`config.mk`:
```
export PLATFORM = sky130hd
export DESIGN_NAME = stop_mode_standby_control
export DESIGN_NICKNAME = d
export VERILOG_FILES = /design/src/pin_sync.v /design/src/settle_timer.v /design/src/stop_mode_standby_control.v
export VERILOG_INCLUDE_DIRS = /design/src
export SDC_FILE = /design/constraint.sdc
export NUM_CORES = 1
export LEC_CHECK = 0
export ABC_AREA = 1
export BUFFER_PORTS_ARGS = -buffer_cell sky130_fd_sc_hd__buf_2
export CORE_ASPECT_RATIO = 1.75
export CORE_UTILIZATION = 44
export DETAILED_ROUTE_END_ITERATION = 10
export PLACE_DENSITY_LB_ADDON = 0.05
export SYNTH_ARGS = -nofsm -noshare
export SYNTH_HDL_FRONTEND = slang
export SYNTH_SLANG_ARGS = --single-unit
export TNS_END_PERCENT = 10
```
`constraint.sdc`:
```
create_clock -name clk_i -period 2.84 [get_ports clk_i]
set_input_delay 0.142 -clock clk_i [delete_from_list [all_inputs] [get_ports clk_i]]
set_output_delay 0.142 -clock clk_i [all_outputs]
set_load 0.02 [all_outputs]
```
`src/standby_defines.vh`:
```
// register offsets, fields, reset values and timing for the stop-mode standby block
// Behaviour
// - reset ending stop restarts at reset vector; RAM contents are kept
// - writing stop_select_bit as 1 enters the stop state
// - standby_control_reg changes only on 8-bit dedicated-instruction writes
// - wake condition already true at stop request: no stop, continue or vector
// - stopped: general-purpose I/O lines hold their previous output state
// - stopped: PWM timer counts only with external count clock selected
// - stop entry halts the watchdog and reinitialises its count
// - converter stops in stop; software clears converter_run_bit beforehand
// - stop and idle: serial input buffers off, internal output reads low
// - only three pins or reset end stop; reset ignores masks
// - unmasked pin wake with interrupts enabled acknowledged by priority conditions
// - same/higher priority running or interrupts off: resume, request stays pending
// - masked source or macro service enabled source keeps device stopped
// - pending request acknowledged once acknowledgment conditions hold
// - wake-up waits for oscillator stabilisation before resuming
// - enabled pin restarts oscillator on its selected edge
// - stabilisation wait lasts the time set in osc_settle_time_reg
// - reset wake: oscillator restarts at reset pin rise, run after settle
`ifndef STANDBY_DEFINES_VH
`define STANDBY_DEFINES_VH

`define ADDR_STANDBY_CTRL   6'h00
`define ADDR_OSC_SETTLE     6'h04
`define ADDR_EDGE_MODE      6'h08
`define ADDR_IRQ_MASK       6'h0c
`define ADDR_IRQ_PRIO       6'h10
`define ADDR_MODE_CTRL      6'h14
`define ADDR_PERIPH_CTRL    6'h18
`define ADDR_STATUS         6'h1c

`define STANDBY_CONTROL_REG_STOP_BIT       0
`define OSC_EXT_CLK_BIT     7
`define PERIPH_CONV_BIT     0
`define PERIPH_PWM_EXT_BIT  1

`define RST_STANDBY_CTRL    8'h00
`define RST_OSC_SETTLE      8'h04
`define RST_EDGE_MODE       6'h00
`define RST_IRQ_MASK        3'h7
`define RST_MACRO_SVC       3'h0
`define RST_IRQ_PRIO        6'h3f
`define RST_PERIPH_CTRL     2'h0

`define LEVEL_LOWEST        2'h3
`define SETTLE_BASE_LOG2    5'h0c

`endif

```
`src/pin_sync.v`:
```
// two-flop synchroniser bank for asynchronous pins
`timescale 1ns/1ps
`default_nettype none
module pin_sync #(
    parameter WIDTH    = 4,
    parameter RST_VAL  = 0
) (
    input  wire             clk_i,
    input  wire             rst_i,
    input  wire [WIDTH-1:0] pin_i,
    output reg  [WIDTH-1:0] sync_o
);
    reg [WIDTH-1:0] meta;

    always @(posedge clk_i)
    begin
        if (rst_i)
        begin
            meta   <= RST_VAL[WIDTH-1:0];
            sync_o <= RST_VAL[WIDTH-1:0];
        end
        else
        begin
            meta   <= pin_i;
            sync_o <= meta;
        end
    end
endmodule
`default_nettype wire

```
`src/settle_timer.v`:
```
// oscillator stabilisation timer: 2^(base+sel) cycles after start, then a done pulse
`timescale 1ns/1ps
`include "standby_defines.vh"
`default_nettype none
module settle_timer #(
    parameter BASE_LOG2 = `SETTLE_BASE_LOG2,
    parameter CNT_W     = 24
) (
    input  wire       clk_i,
    input  wire       rst_i,
    input  wire       start_i,
    input  wire [2:0] sel_i,
    output reg        busy_o,
    output reg        done_o
);
    reg  [CNT_W-1:0] count;
    reg  [CNT_W-1:0] target;
    wire [CNT_W-1:0] one_w = {{(CNT_W-1){1'b0}}, 1'b1};
    wire [5:0]       shamt = BASE_LOG2[5:0] + {3'h0, sel_i};

    always @(posedge clk_i)
    begin
        if (rst_i)
        begin
            count  <= {CNT_W{1'b0}};
            target <= {CNT_W{1'b0}};
            busy_o <= 1'b0;
            done_o <= 1'b0;
        end
        else
        begin
            done_o <= 1'b0;
            if (start_i)
            begin
                // latch the length so a register rewrite cannot stretch a running wait
                count  <= {CNT_W{1'b0}};
                target <= (one_w << shamt) - one_w;
                busy_o <= 1'b1;
            end
            else if (busy_o)
            begin
                if (count == target)
                begin
                    busy_o <= 1'b0;
                    done_o <= 1'b1;
                end
                else
                begin
                    count <= count + one_w;
                end
            end
        end
    end
endmodule
`default_nettype wire

```
`src/stop_mode_standby_control.v`:
```
// stop-mode standby sequencer with wishbone register slave
//
// The Wishbone slave port and the register addresses are this design's own decisions.
`timescale 1ns/1ps
`include "standby_defines.vh"
`default_nettype none
module stop_mode_standby_control #(
    parameter NPINS        = 3,
    parameter SETTLE_LOG2  = `SETTLE_BASE_LOG2
) (
    input  wire             clk_i,
    input  wire             rst_i,
    input  wire             wb_cyc_i,
    input  wire             wb_stb_i,
    input  wire             wb_we_i,
    input  wire [5:0]       wb_adr_i,
    input  wire [3:0]       wb_sel_i,
    input  wire [31:0]      wb_dat_i,
    output reg  [31:0]      wb_dat_o,
    output reg              wb_ack_o,
    input  wire             mov_imm_i,
    input  wire             interrupt_enable_flag_i,
    input  wire             isr_active_i,
    input  wire [1:0]       isr_level_i,
    input  wire [NPINS-1:0] ext_irq_pin_i,
    input  wire             reset_pin_n_i,
    output reg              osc_enable_o,
    output reg              sys_clk_enable_o,
    output reg              cpu_run_o,
    output reg              cpu_reset_o,
    output reg              resume_o,
    output reg              irq_ack_o,
    output reg  [1:0]       irq_ack_id_o,
    output reg  [NPINS-1:0] irq_pending_o,
    output reg              timer16_run_o,
    output reg              watch_run_o,
    output reg              pwm_run_o,
    output reg              wdt_run_o,
    output reg              wdt_clear_o,
    output reg              conv_run_o,
    output reg              serial_in_buf_en_o,
    output reg              io_hold_o,
    output reg              ext_clock_select_o
);
    localparam [3:0] ST_RUN    = 4'b0001;
    localparam [3:0] ST_STOP   = 4'b0010;
    localparam [3:0] ST_SETTLE = 4'b0100;
    localparam [3:0] ST_PINRST = 4'b1000;

    reg  [3:0]         state;
    reg  [3:0]         next_state;
    reg  [7:0]         standby_control_reg;
    reg  [7:0]         osc_settle_time_reg;
    reg  [5:0]         ext_irq_edge_mode_reg;
    reg  [NPINS-1:0]   interrupt_mask_bit;
    reg  [NPINS-1:0]   macro_service_enable_flag;
    reg  [5:0]         irq_prio;
    reg                level3_nesting_bit;
    reg  [1:0]         periph_ctrl;
    reg  [NPINS-1:0]   pending;
    reg  [NPINS-1:0]   pin_prev;
    // remembers a pin reset until run resumes, so no ack or resume leaks out early
    reg                wake_by_reset;

    wire [NPINS-1:0]   pin_sync;
    wire               rst_pin_sync;
    wire [NPINS-1:0]   pin_edge;
    wire               settle_busy;
    wire               settle_done;

    // reset pin rides in the top bit and resets high, so no pin reset is seen at start
    pin_sync #(
        .WIDTH   (NPINS + 1),
        .RST_VAL (1 << NPINS)
    ) u_pin_sync (
        .clk_i  (clk_i),
        .rst_i  (rst_i),
        .pin_i  ({reset_pin_n_i, ext_irq_pin_i}),
        .sync_o ({rst_pin_sync, pin_sync})
    );

    // per-pin valid edge: 00 falling, 01 rising, 1x both
    genvar gi;
    generate
        for (gi = 0; gi < NPINS; gi = gi + 1)
        begin : g_edge
            wire rise = pin_sync[gi] & ~pin_prev[gi];
            wire fall = ~pin_sync[gi] & pin_prev[gi];
            assign pin_edge[gi] = ext_irq_edge_mode_reg[2*gi+1] ? (rise | fall) :
                                  ext_irq_edge_mode_reg[2*gi] ? rise : fall;
        end
    endgenerate

    // bus access decode; writes take effect on the cycle that raises ack
    wire bus_req   = wb_cyc_i & wb_stb_i & ~wb_ack_o;
    wire bus_wr    = bus_req & wb_we_i;
    wire wr_byte0  = bus_wr & wb_sel_i[0];
    wire settle_st;
    wire standby_control_reg_wr   = bus_wr & mov_imm_i & (wb_sel_i == 4'b0001) &
                     (wb_adr_i == `ADDR_STANDBY_CTRL);
    wire stop_req  = standby_control_reg_wr & wb_dat_i[`STANDBY_CONTROL_REG_STOP_BIT];

    // pick the lowest-numbered eligible pending source
    // masked or macro service sources ignored
    wire [NPINS-1:0] eligible = pending & ~interrupt_mask_bit & ~macro_service_enable_flag;
    reg  [1:0]       src;
    reg              src_valid;
    reg  [1:0]       src_level;
    integer          k;

    always @*
    begin
        src       = 2'h0;
        src_valid = 1'b0;
        for (k = NPINS - 1; k >= 0; k = k - 1)
        begin
            if (eligible[k])
            begin
                src       = k[1:0];
                src_valid = 1'b1;
            end
        end
        src_level = irq_prio[2*src +: 2];
    end

    wire ackable = interrupt_enable_flag_i & src_valid &
                   (~isr_active_i | (isr_level_i > src_level) |
                    ((isr_level_i == `LEVEL_LOWEST) & ~level3_nesting_bit));

    always @*
    begin
        next_state = state;
        case (state)
            ST_RUN:
            begin
                // no stop while a wake condition stands
                if (stop_req & ~src_valid)
                    next_state = ST_STOP;
            end
            ST_STOP:
            begin
                // unmasked pin edge restarts the oscillator
                if (|(pin_edge & ~interrupt_mask_bit & ~macro_service_enable_flag))
                    next_state = ST_SETTLE;
            end
            ST_SETTLE:
            begin
                if (settle_done)
                    next_state = ST_RUN;
            end
            ST_PINRST:
            begin
                // oscillator restarts at reset pin rise
                if (rst_pin_sync)
                    next_state = ST_SETTLE;
            end
            default:
                next_state = ST_RUN;
        endcase
        // reset pin wins regardless of masks
        if (~rst_pin_sync)
            next_state = ST_PINRST;
    end

    assign settle_st = (next_state == ST_SETTLE) & (state != ST_SETTLE);

    // eight spare counter bits cover the largest select value
    settle_timer #(
        .BASE_LOG2 (SETTLE_LOG2),
        .CNT_W     (SETTLE_LOG2 + 8)
    ) u_settle (
        .clk_i   (clk_i),
        .rst_i   (rst_i),
        .start_i (settle_st),
        .sel_i   (osc_settle_time_reg[2:0]),
        .busy_o  (settle_busy),
        .done_o  (settle_done)
    );

    wire leaving  = (state == ST_SETTLE) & settle_done & ~wake_by_reset;
    wire refused  = (state == ST_RUN) & stop_req & src_valid;
    wire do_ack   = ackable & (state == ST_RUN) & ~wake_by_reset;
    wire [NPINS-1:0] ack_clr = do_ack ? ({{(NPINS-1){1'b0}}, 1'b1} << src) : {NPINS{1'b0}};
    wire [NPINS-1:0] sw_clr  = (wr_byte0 & (wb_adr_i == `ADDR_STATUS)) ?
                               wb_dat_i[4 +: NPINS] : {NPINS{1'b0}};
    wire run_next = (next_state == ST_RUN);

    always @(posedge clk_i)
    begin
        // the reset pin restores configuration like a normal reset; pending flags survive
        if (rst_i | ~rst_pin_sync)
        begin
            standby_control_reg       <= `RST_STANDBY_CTRL;
            osc_settle_time_reg       <= `RST_OSC_SETTLE;
            ext_irq_edge_mode_reg     <= `RST_EDGE_MODE;
            interrupt_mask_bit        <= `RST_IRQ_MASK;
            macro_service_enable_flag <= `RST_MACRO_SVC;
            irq_prio                  <= `RST_IRQ_PRIO;
            level3_nesting_bit        <= 1'b0;
            periph_ctrl               <= `RST_PERIPH_CTRL;
        end
        else if (wr_byte0)
        begin
            if (standby_control_reg_wr)
                standby_control_reg <= wb_dat_i[7:0];
            else if (wb_adr_i == `ADDR_OSC_SETTLE)
                osc_settle_time_reg <= wb_dat_i[7:0] & 8'h87;
            else if (wb_adr_i == `ADDR_EDGE_MODE)
                ext_irq_edge_mode_reg <= wb_dat_i[5:0];
            else if (wb_adr_i == `ADDR_IRQ_MASK)
            begin
                interrupt_mask_bit        <= wb_dat_i[NPINS-1:0];
                macro_service_enable_flag <= wb_dat_i[4 +: NPINS];
            end
            else if (wb_adr_i == `ADDR_IRQ_PRIO)
                irq_prio <= wb_dat_i[5:0];
            else if (wb_adr_i == `ADDR_MODE_CTRL)
                level3_nesting_bit <= wb_dat_i[0];
            else if (wb_adr_i == `ADDR_PERIPH_CTRL)
                periph_ctrl <= wb_dat_i[1:0];
        end
    end

    always @(posedge clk_i)
    begin
        if (rst_i)
        begin
            state          <= ST_RUN;
            pending        <= {NPINS{1'b0}};
            // edge modes reset to falling, so pins that idle high fake no edge here
            pin_prev       <= {NPINS{1'b0}};
            wake_by_reset  <= 1'b0;
        end
        else
        begin
            state          <= next_state;
            pin_prev       <= pin_sync;
            if (~rst_pin_sync)
                wake_by_reset <= 1'b1;
            else if (run_next)
                wake_by_reset <= 1'b0;
            // request stays pending; a new edge beats any clear
            pending <= (pending & ~ack_clr & ~sw_clr) | pin_edge;
        end
    end

    // wishbone read data and ack; unmapped reads return zero
    always @(posedge clk_i)
    begin
        if (rst_i)
        begin
            wb_ack_o <= 1'b0;
            wb_dat_o <= 32'h0000_0000;
        end
        else
        begin
            wb_ack_o <= bus_req;
            wb_dat_o <= 32'h0000_0000;
            if (bus_req & ~wb_we_i)
            begin
                if (wb_adr_i == `ADDR_STANDBY_CTRL)
                    wb_dat_o[7:0] <= standby_control_reg;
                else if (wb_adr_i == `ADDR_OSC_SETTLE)
                    wb_dat_o[7:0] <= osc_settle_time_reg;
                else if (wb_adr_i == `ADDR_EDGE_MODE)
                    wb_dat_o[5:0] <= ext_irq_edge_mode_reg;
                else if (wb_adr_i == `ADDR_IRQ_MASK)
                    wb_dat_o[6:0] <= {macro_service_enable_flag, 1'b0, interrupt_mask_bit};
                else if (wb_adr_i == `ADDR_IRQ_PRIO)
                    wb_dat_o[5:0] <= irq_prio;
                else if (wb_adr_i == `ADDR_MODE_CTRL)
                    wb_dat_o[0] <= level3_nesting_bit;
                else if (wb_adr_i == `ADDR_PERIPH_CTRL)
                    wb_dat_o[1:0] <= periph_ctrl;
                else if (wb_adr_i == `ADDR_STATUS)
                    // bit 3 is spare and reads zero
                    wb_dat_o[8:0] <= {settle_busy, wake_by_reset, pending, 1'b0,
                                      state == ST_RUN, state == ST_STOP, state == ST_SETTLE};
            end
        end
    end

    // outputs follow the next state so they switch with the state register
    always @(posedge clk_i)
    begin
        if (rst_i)
        begin
            osc_enable_o       <= 1'b1;
            sys_clk_enable_o   <= 1'b1;
            cpu_run_o          <= 1'b1;
            cpu_reset_o        <= 1'b0;
            resume_o           <= 1'b0;
            irq_ack_o          <= 1'b0;
            irq_ack_id_o       <= 2'h0;
            irq_pending_o      <= {NPINS{1'b0}};
            timer16_run_o      <= 1'b1;
            watch_run_o        <= 1'b1;
            pwm_run_o          <= 1'b1;
            wdt_run_o          <= 1'b1;
            wdt_clear_o        <= 1'b0;
            conv_run_o         <= 1'b0;
            serial_in_buf_en_o <= 1'b1;
            io_hold_o          <= 1'b0;
            ext_clock_select_o <= 1'b0;
        end
        else
        begin
            // system clock, CPU, 16-bit timer and watch timer halted outside run; oscillator off only in stop and pin reset
            osc_enable_o       <= (next_state != ST_STOP) & (next_state != ST_PINRST);
            sys_clk_enable_o   <= run_next;
            cpu_run_o          <= run_next;
            timer16_run_o      <= run_next;
            watch_run_o        <= run_next;
            // CPU held in reset until settled, then reset vector
            cpu_reset_o        <= ~run_next & (wake_by_reset | ~rst_pin_sync);
            // PWM keeps counting only on external clock
            pwm_run_o          <= run_next | periph_ctrl[`PERIPH_PWM_EXT_BIT];
            // watchdog halted and cleared on entry
            wdt_run_o          <= run_next;
            wdt_clear_o        <= (next_state == ST_STOP) & (state == ST_RUN);
            conv_run_o         <= run_next & periph_ctrl[`PERIPH_CONV_BIT];
            serial_in_buf_en_o <= run_next;
            io_hold_o          <= ~run_next;
            ext_clock_select_o <= osc_settle_time_reg[`OSC_EXT_CLK_BIT];
            irq_ack_o          <= do_ack;
            irq_ack_id_o       <= src;
            // continue with next instruction when not acknowledged
            resume_o           <= (leaving | refused) & ~ackable;
            irq_pending_o      <= (pending & ~ack_clr & ~sw_clr) | pin_edge;
        end
    end
endmodule
`default_nettype wire

```
== After elaboration in Yosys (flattened, before gate mapping) ==
Cells that the tools add are included.
Word-level totals
  bits in registers: 119
  bits in latches: 0
  bits in writable memories: 0
  ROM bits: 0
  output and inout port bits: 53
  word-level logic and storage cells: 203
  memories kept: 0
Cells by class
  add/subtract/negate cells: 1
  multipliers: 0
  div/mod/pow operators: 0
  order comparisons: 1
  eq/ne operators: 20
  shift-type cells: 2
  multiplexer cells: 56
  bitwise operators: 76
  reductions and logical operators: 15
Operators by type and width (count)
  2-to-1 mux 9 bit: 10
  2-to-1 mux 8 bit: 10
  AND 1 bit: 32
  == test 6 x 5 -> 1 bit, second input constant: 4
  NOT 1 bit: 24
  adder 20 x 1 -> 20 bit, second input constant: 1
  logical NOT 20 bit: 1
  AND 3 bit: 6
  2-to-1 mux 1 bit: 16
  2-to-1 mux 4 bit: 4
  one-hot mux 4 bit (4 select lines): 1
  2-to-1 mux 2 bit: 7
  2-to-1 mux 7 bit: 2
  == test 4 x 1 -> 1 bit, second input constant: 3
  == test 6 x 4 -> 1 bit, second input constant: 2
  2-to-1 mux 3 bit: 4
  2-to-1 mux 6 bit: 2
  NOT 3 bit: 4
  OR 1 bit: 9
  == test 4 x 2 -> 1 bit, second input constant: 2
  == test 4 x 3 -> 1 bit, second input constant: 2
  AND reduction 8 bit: 1
  AND reduction 7 bit: 1
  OR reduction 7 bit: 1
  19 further kinds: 22

== Logic depth before layout (Yosys ltp) ==
  word-level depth: 27
  gate-level depth with buffers: 17
  depth with buffers taken out: 17

== Hierarchy ==
A second synthesis with hierarchy kept.
Second synthesis, totals
  cells, all modules: 696
  area total of the unflattened synthesis: 4882.2 um^2
By module, submodules not included
  stop_mode_standby_control: instances 1, cells each 467, area each 3329.4 um^2, sequential area each 1321.3 um^2
  settle_timer: instances 1, cells each 204, area each 1328.8 um^2, sequential area each 440.4 um^2
  pin_sync: instances 1, cells each 25, area each 224.0 um^2, sequential area each 160.2 um^2

== Worst setup path before layout ==
No wires, ideal clock.
  path kind: register to register
  start: reg irq_pending_o[1] (netlist name)
  end: reg irq_pending_o[2]
  arrival time: 1.916 ns
  data required time: 2.708 ns
  setup slack: 0.792 ns
  cell stages (with the launch flop): 16
  buffers on the path: 0
  period minus slack after synthesis: 2.048 ns
  cell sequence: dfxtp_1 nand2_1 a21oi_1 nor2_1 nand2_1 o221ai_1 ha_1 inv_1 nor2_1 o21ai_0 nand3_1 nand2_1 nor2_1 nand2_1 nand2_1 a21oi_1
RTL lines
  end signal, assigned: line stop_mode_standby_control.v:295  | irq_pending_o <= {NPINS{1'b0}};
  end signal, assigned: line stop_mode_standby_control.v:329  | irq_pending_o <= (pending & ~ack_clr & ~sw_clr) | pin_edge;
  end, declared: line stop_mode_standby_control.v:34  | output reg [NPINS-1:0] irq_pending_o,

== Final worst setup path ==
  start: reg interrupt_mask_bit[1]
  end: reg irq_pending_o[1]
Between the ends
  cells in the longest elaborated chain, start to end: 17
Ends and longest elaborated chain
  start, declared: line stop_mode_standby_control.v:55  | reg [NPINS-1:0] interrupt_mask_bit;
  start signal, assigned: line stop_mode_standby_control.v:196  | interrupt_mask_bit <= `RST_IRQ_MASK;
  start signal, assigned: line stop_mode_standby_control.v:212  | interrupt_mask_bit <= wb_dat_i[NPINS-1:0];
  NOT 3 bit (*): line stop_mode_standby_control.v:105  | wire [NPINS-1:0] eligible = pending & ~interrupt_mask_bit & ~macro_service_enable_flag;
  AND 3 bit (*) (2 in a row): line stop_mode_standby_control.v:105
  2-to-1 mux 2 bit (2 in a row): line stop_mode_standby_control.v:117  | if (eligible[k])
  indexed part select 6 x 4 -> 2 bit: line stop_mode_standby_control.v:123  | src_level = irq_prio[2*src +: 2];
  > comparator 2 bit: line stop_mode_standby_control.v:127  | (~isr_active_i | (isr_level_i > src_level) |
  OR 1 bit (2 in a row): line stop_mode_standby_control.v:127
  AND 1 bit: line stop_mode_standby_control.v:126  | wire ackable = interrupt_enable_flag_i & src_valid &
  AND 1 bit (2 in a row): line stop_mode_standby_control.v:182  | wire do_ack = ackable & (state == ST_RUN) & ~wake_by_reset;
  2-to-1 mux 3 bit (*): line stop_mode_standby_control.v:183  | wire [NPINS-1:0] ack_clr = do_ack ? ({{(NPINS-1){1'b0}}, 1'b1} << src) : {NPINS{1'b0}};
  NOT 3 bit (*): line stop_mode_standby_control.v:329
  AND 3 bit (*) (2 in a row): line stop_mode_standby_control.v:329
  OR 3 bit (*): line stop_mode_standby_control.v:329
Mark *: on every way between the ends. The rest lies on a longest branch, timed or not.
A chain may end at the register's enable or synchronous reset.

==> impl_metrics.ini <==
[finish]
syn2layout_area_growth_pct = 12.2
finalNetCount = 846
fillers = 1173
seq_area_um2 = 1920
drive_gt1_share_pct = 16.7
largest_reg_flops = 20
multi_input_comb_area_um2 = 2520
fin_util_pct = 50.9
diodes = 0

[logic_synthesis]
ys_types = 44
ys_top_cells_by_area = dfxtp_1 38%, nand2_1 12%, nor2_1 7.2%, inv_1 6.9%, buf_4 4.6%
netlist_area_um2 = 5070
synth_edf_count = 0
syn_inst = 722
synth.top_cell.area_share_pct = 37.9
ys.flop_type = dfxtp_1
async_flop_share_pct = 0
synth_seq_area_share_pct = 37.9
syn_avg_cell_area_um2 = 7.02
synth_seq_cells = 96
yosysMostFrequentCell = nand2_1
synth_area_leader_cell = dfxtp_1
yosysWarningCount = 0
synth_common_cells = 162 x nand2_1, 97 x nor2_1, 96 x dfxtp_1

[sta]
setup_viol = 0
hold_violations = 0
setup_ws_ns = 0.555
fmax_mhz = 438
worstMarginPinSlew_ns = 0.719
period_minus_slack_ns = 2.29
rsz0062_at_grt = false
drv_slew = 0
max-slew-margin-rel_pct = 52.0
fin_skew_ns = 0.00560
finalSetupTns_ns = 0
period_share_pct = 80.5
timing.hold.ws_ns = 0.0146

[pwr]
pwr-share-clk_pct = 44.6
p_int_mw = 2.15
power_frac_comb_pct = 7.0
p_leak_nw = 2.53
swShare_pct = 24.0
power_density_nw_per_um2 = 498
vdd_drop_max_mv = 0.375
power.net_switching_mw = 0.680
seq_power_share_pct = 48.4

[die]
io_pins = 109
dieArea_um2 = 12000
die_y_um = 144
die_w_um = 83.1
rows = 51
initial_core_util_pct = 45.4
core-area_um2 = 11200

[hold_path]
hp-class = input port to flop
hold_depth = 3
hold_path_startpoint = ext_irq_pin_i[1]
holdPathEnd = u_pin_sync.meta[1]

[detailed_routing]
wl_per_cell_um = 15.0
wl_mm = 13.7
viasPerCell = 4.98
drt-pass1-iter-count = 4
ant_nets = 0
dr.first_iter.drc_count = 219
num_vias = 4568
drc = 0

[placement]
post-dp-hpwl_mm = 10.8
io_buffers = 61
dp_slack_ns = 0.553
place_congestion = 0.963

[critical_path]
crit_type = flop to flop
setup.worst_path.end_class = flop
r2r-end = irq_pending_o[1]
worstPathMaxFanout = 4
r2r_slack_ns = 0.55
cp_cell_sequence = nor2_1 > nand2_1 > a21oi_1 > nor2_1 > nand2_1 > o221ai_1 > ha_1 > inv_1 > nor2_1 > o21ai_0 > nand3_1 > nand2_1 > nor2_1 > nand2_1 > nand2_1 > a21oi_1
path_delay_family = simple AND/OR/NAND/NOR gates
crit_top_cell = nand2_1
slowest_stage = dfxtp_1
cp_slowest_stage_delay_ns = 0.33
arrival_ns = 2.50
rr_startpoint = interrupt_mask_bit[1]
worst-path-buf-inv = 1
critPathLaunchType = flop
worstRegToRegCells = 16
required_ns = 3.06

[clock_tree]
cts-resized-gates = 0
clk_path_buf_depth = 2
hold_buffers = 3
cts.sinks = 96
cts_tree = built
ctsHtreeMaxLevel = 3
numCtsBuffers = 9
post_cts_buffers = 0
clk_latency_ns = 0.34
path_clk_slew_ns = 0.07
cts_root_buffer = clkbuf_16

[global_routing]
grt_use_total_pct = 23.3
grt_pass1_vias = 4340
grt_pass1_wl_mm = 21.3
overflow = 0
grt_max_degree = 27
antenna_found_initial = 0

[job]
cap_violations = 0

[outcome]
status = complete, no violations
cells by family after synthesis:
logic type	Yosys count	synth area share [%]
simple gates	357	32.6
fa+ha+maj	10	2.47
other cells	1	0.0740
xor+xnor	9	1.56
buf+inv	150	13.9
flops	96	37.9
compound gates	99	11.5
worst register-to-register path: stages, from the launching register on:
cell	delay, ns
dfxtp_1	0.33
nor2_1	0.15
nand2_1	0.11
a21oi_1	0.25
nor2_1	0.10
nand2_1	0.07
o221ai_1	0.11
ha_1	0.33
inv_1	0.04
nor2_1	0.07
o21ai_0	0.07
nand3_1	0.07
nand2_1	0.07
nor2_1	0.18
nand2_1	0.09
nand2_1	0.07
a21oi_1	0.05
how the worst max path moves through the flow:
stage / start / cells past startpoint / endpoint / slack, ns
after global routing: interrupt_mask_bit[1] / 16 / irq_pending_o[1] / 0.24
after CTS: interrupt_mask_bit[1] / 16 / irq_pending_o[1] / 0.54
after detailed placement: interrupt_mask_bit[1] / 16 / irq_pending_o[1] / 0.55
after floorplan: irq_pending_o[1] / 15 / irq_pending_o[2] / 0.79
final: interrupt_mask_bit[1] / 16 / irq_pending_o[1] / 0.55
after global placement: interrupt_mask_bit[1] / 16 / irq_pending_o[1] / 0.60
per-layer routing:
layer	wire length (µm)	GRT usage, %	vias to the layer above
met5	0	0	-
met4	998	18.4	0
met3	343	3.85	44
met2	7570	44.1	95
met1	4800	21.9	2073
li1	-	-	2356
metrics by stage:
stage,cells,power (mW),instance area [µm²]
6_report,917,2.83,5690
5_1_grt,917,2.92,5690
4_1_cts,917,2.85,5690
3_5_place_dp,898,1.60,5350
3_3_place_gp,898,1.60,5350
2_1_floorplan,744,1.56,5150
cell usage in the layout (no fill, tap or decap), types with 2 or more instances in the layout:
cell type,count
conb_1,23
inv_1,93
dfxtp_1,96
ha_1,10
nor3_1,8
dlygate4sd3_1,3
o221ai_1,3
nor2_2,7
or2_2,2
nor2_8,3
nor3_2,3
nand3_1,40
o21ai_2,4
a21oi_2,4
clkbuf_8,2
buf_2,61
o21ai_0,29
buf_4,4
nand3_2,2
a211oi_1,2
nor4_1,2
nand4_1,17
nor2_1,97
o211ai_1,8
a21oi_1,41
nor2_4,5
o21ai_1,2
xor2_1,8
clkbuf_16,9
nand2_2,4
nand3b_4,2
nand2_1,162
inv_2,13
power by group through the flow:
stage | logic (mW) | clock network, mW | registers [mW]
detailed placement | 0.197 | 0 | 1.40
finish | 0.199 | 1.26 | 1.37
floorplan | 0.152 | 0 | 1.41
global route | 0.220 | 1.33 | 1.37
global placement | 0.196 | 0 | 1.40
CTS | 0.201 | 1.28 | 1.37
area by class of cell:
| type | count | share of cell area, % |
|---|---|---|
| Clock inverter | 4 | 0.902 |
| Timing Repair Buffer | 68 | 6.42 |
| Sequential cell | 96 | 33.8 |
| Tap cell | 132 | 2.90 |
| Clock buffer | 12 | 4.51 |
| Multi-Input combinational cell | 498 | 44.4 |
| Inverter | 107 | 7.06 |
Note: power is estimated with default switching activity, not from simulation.
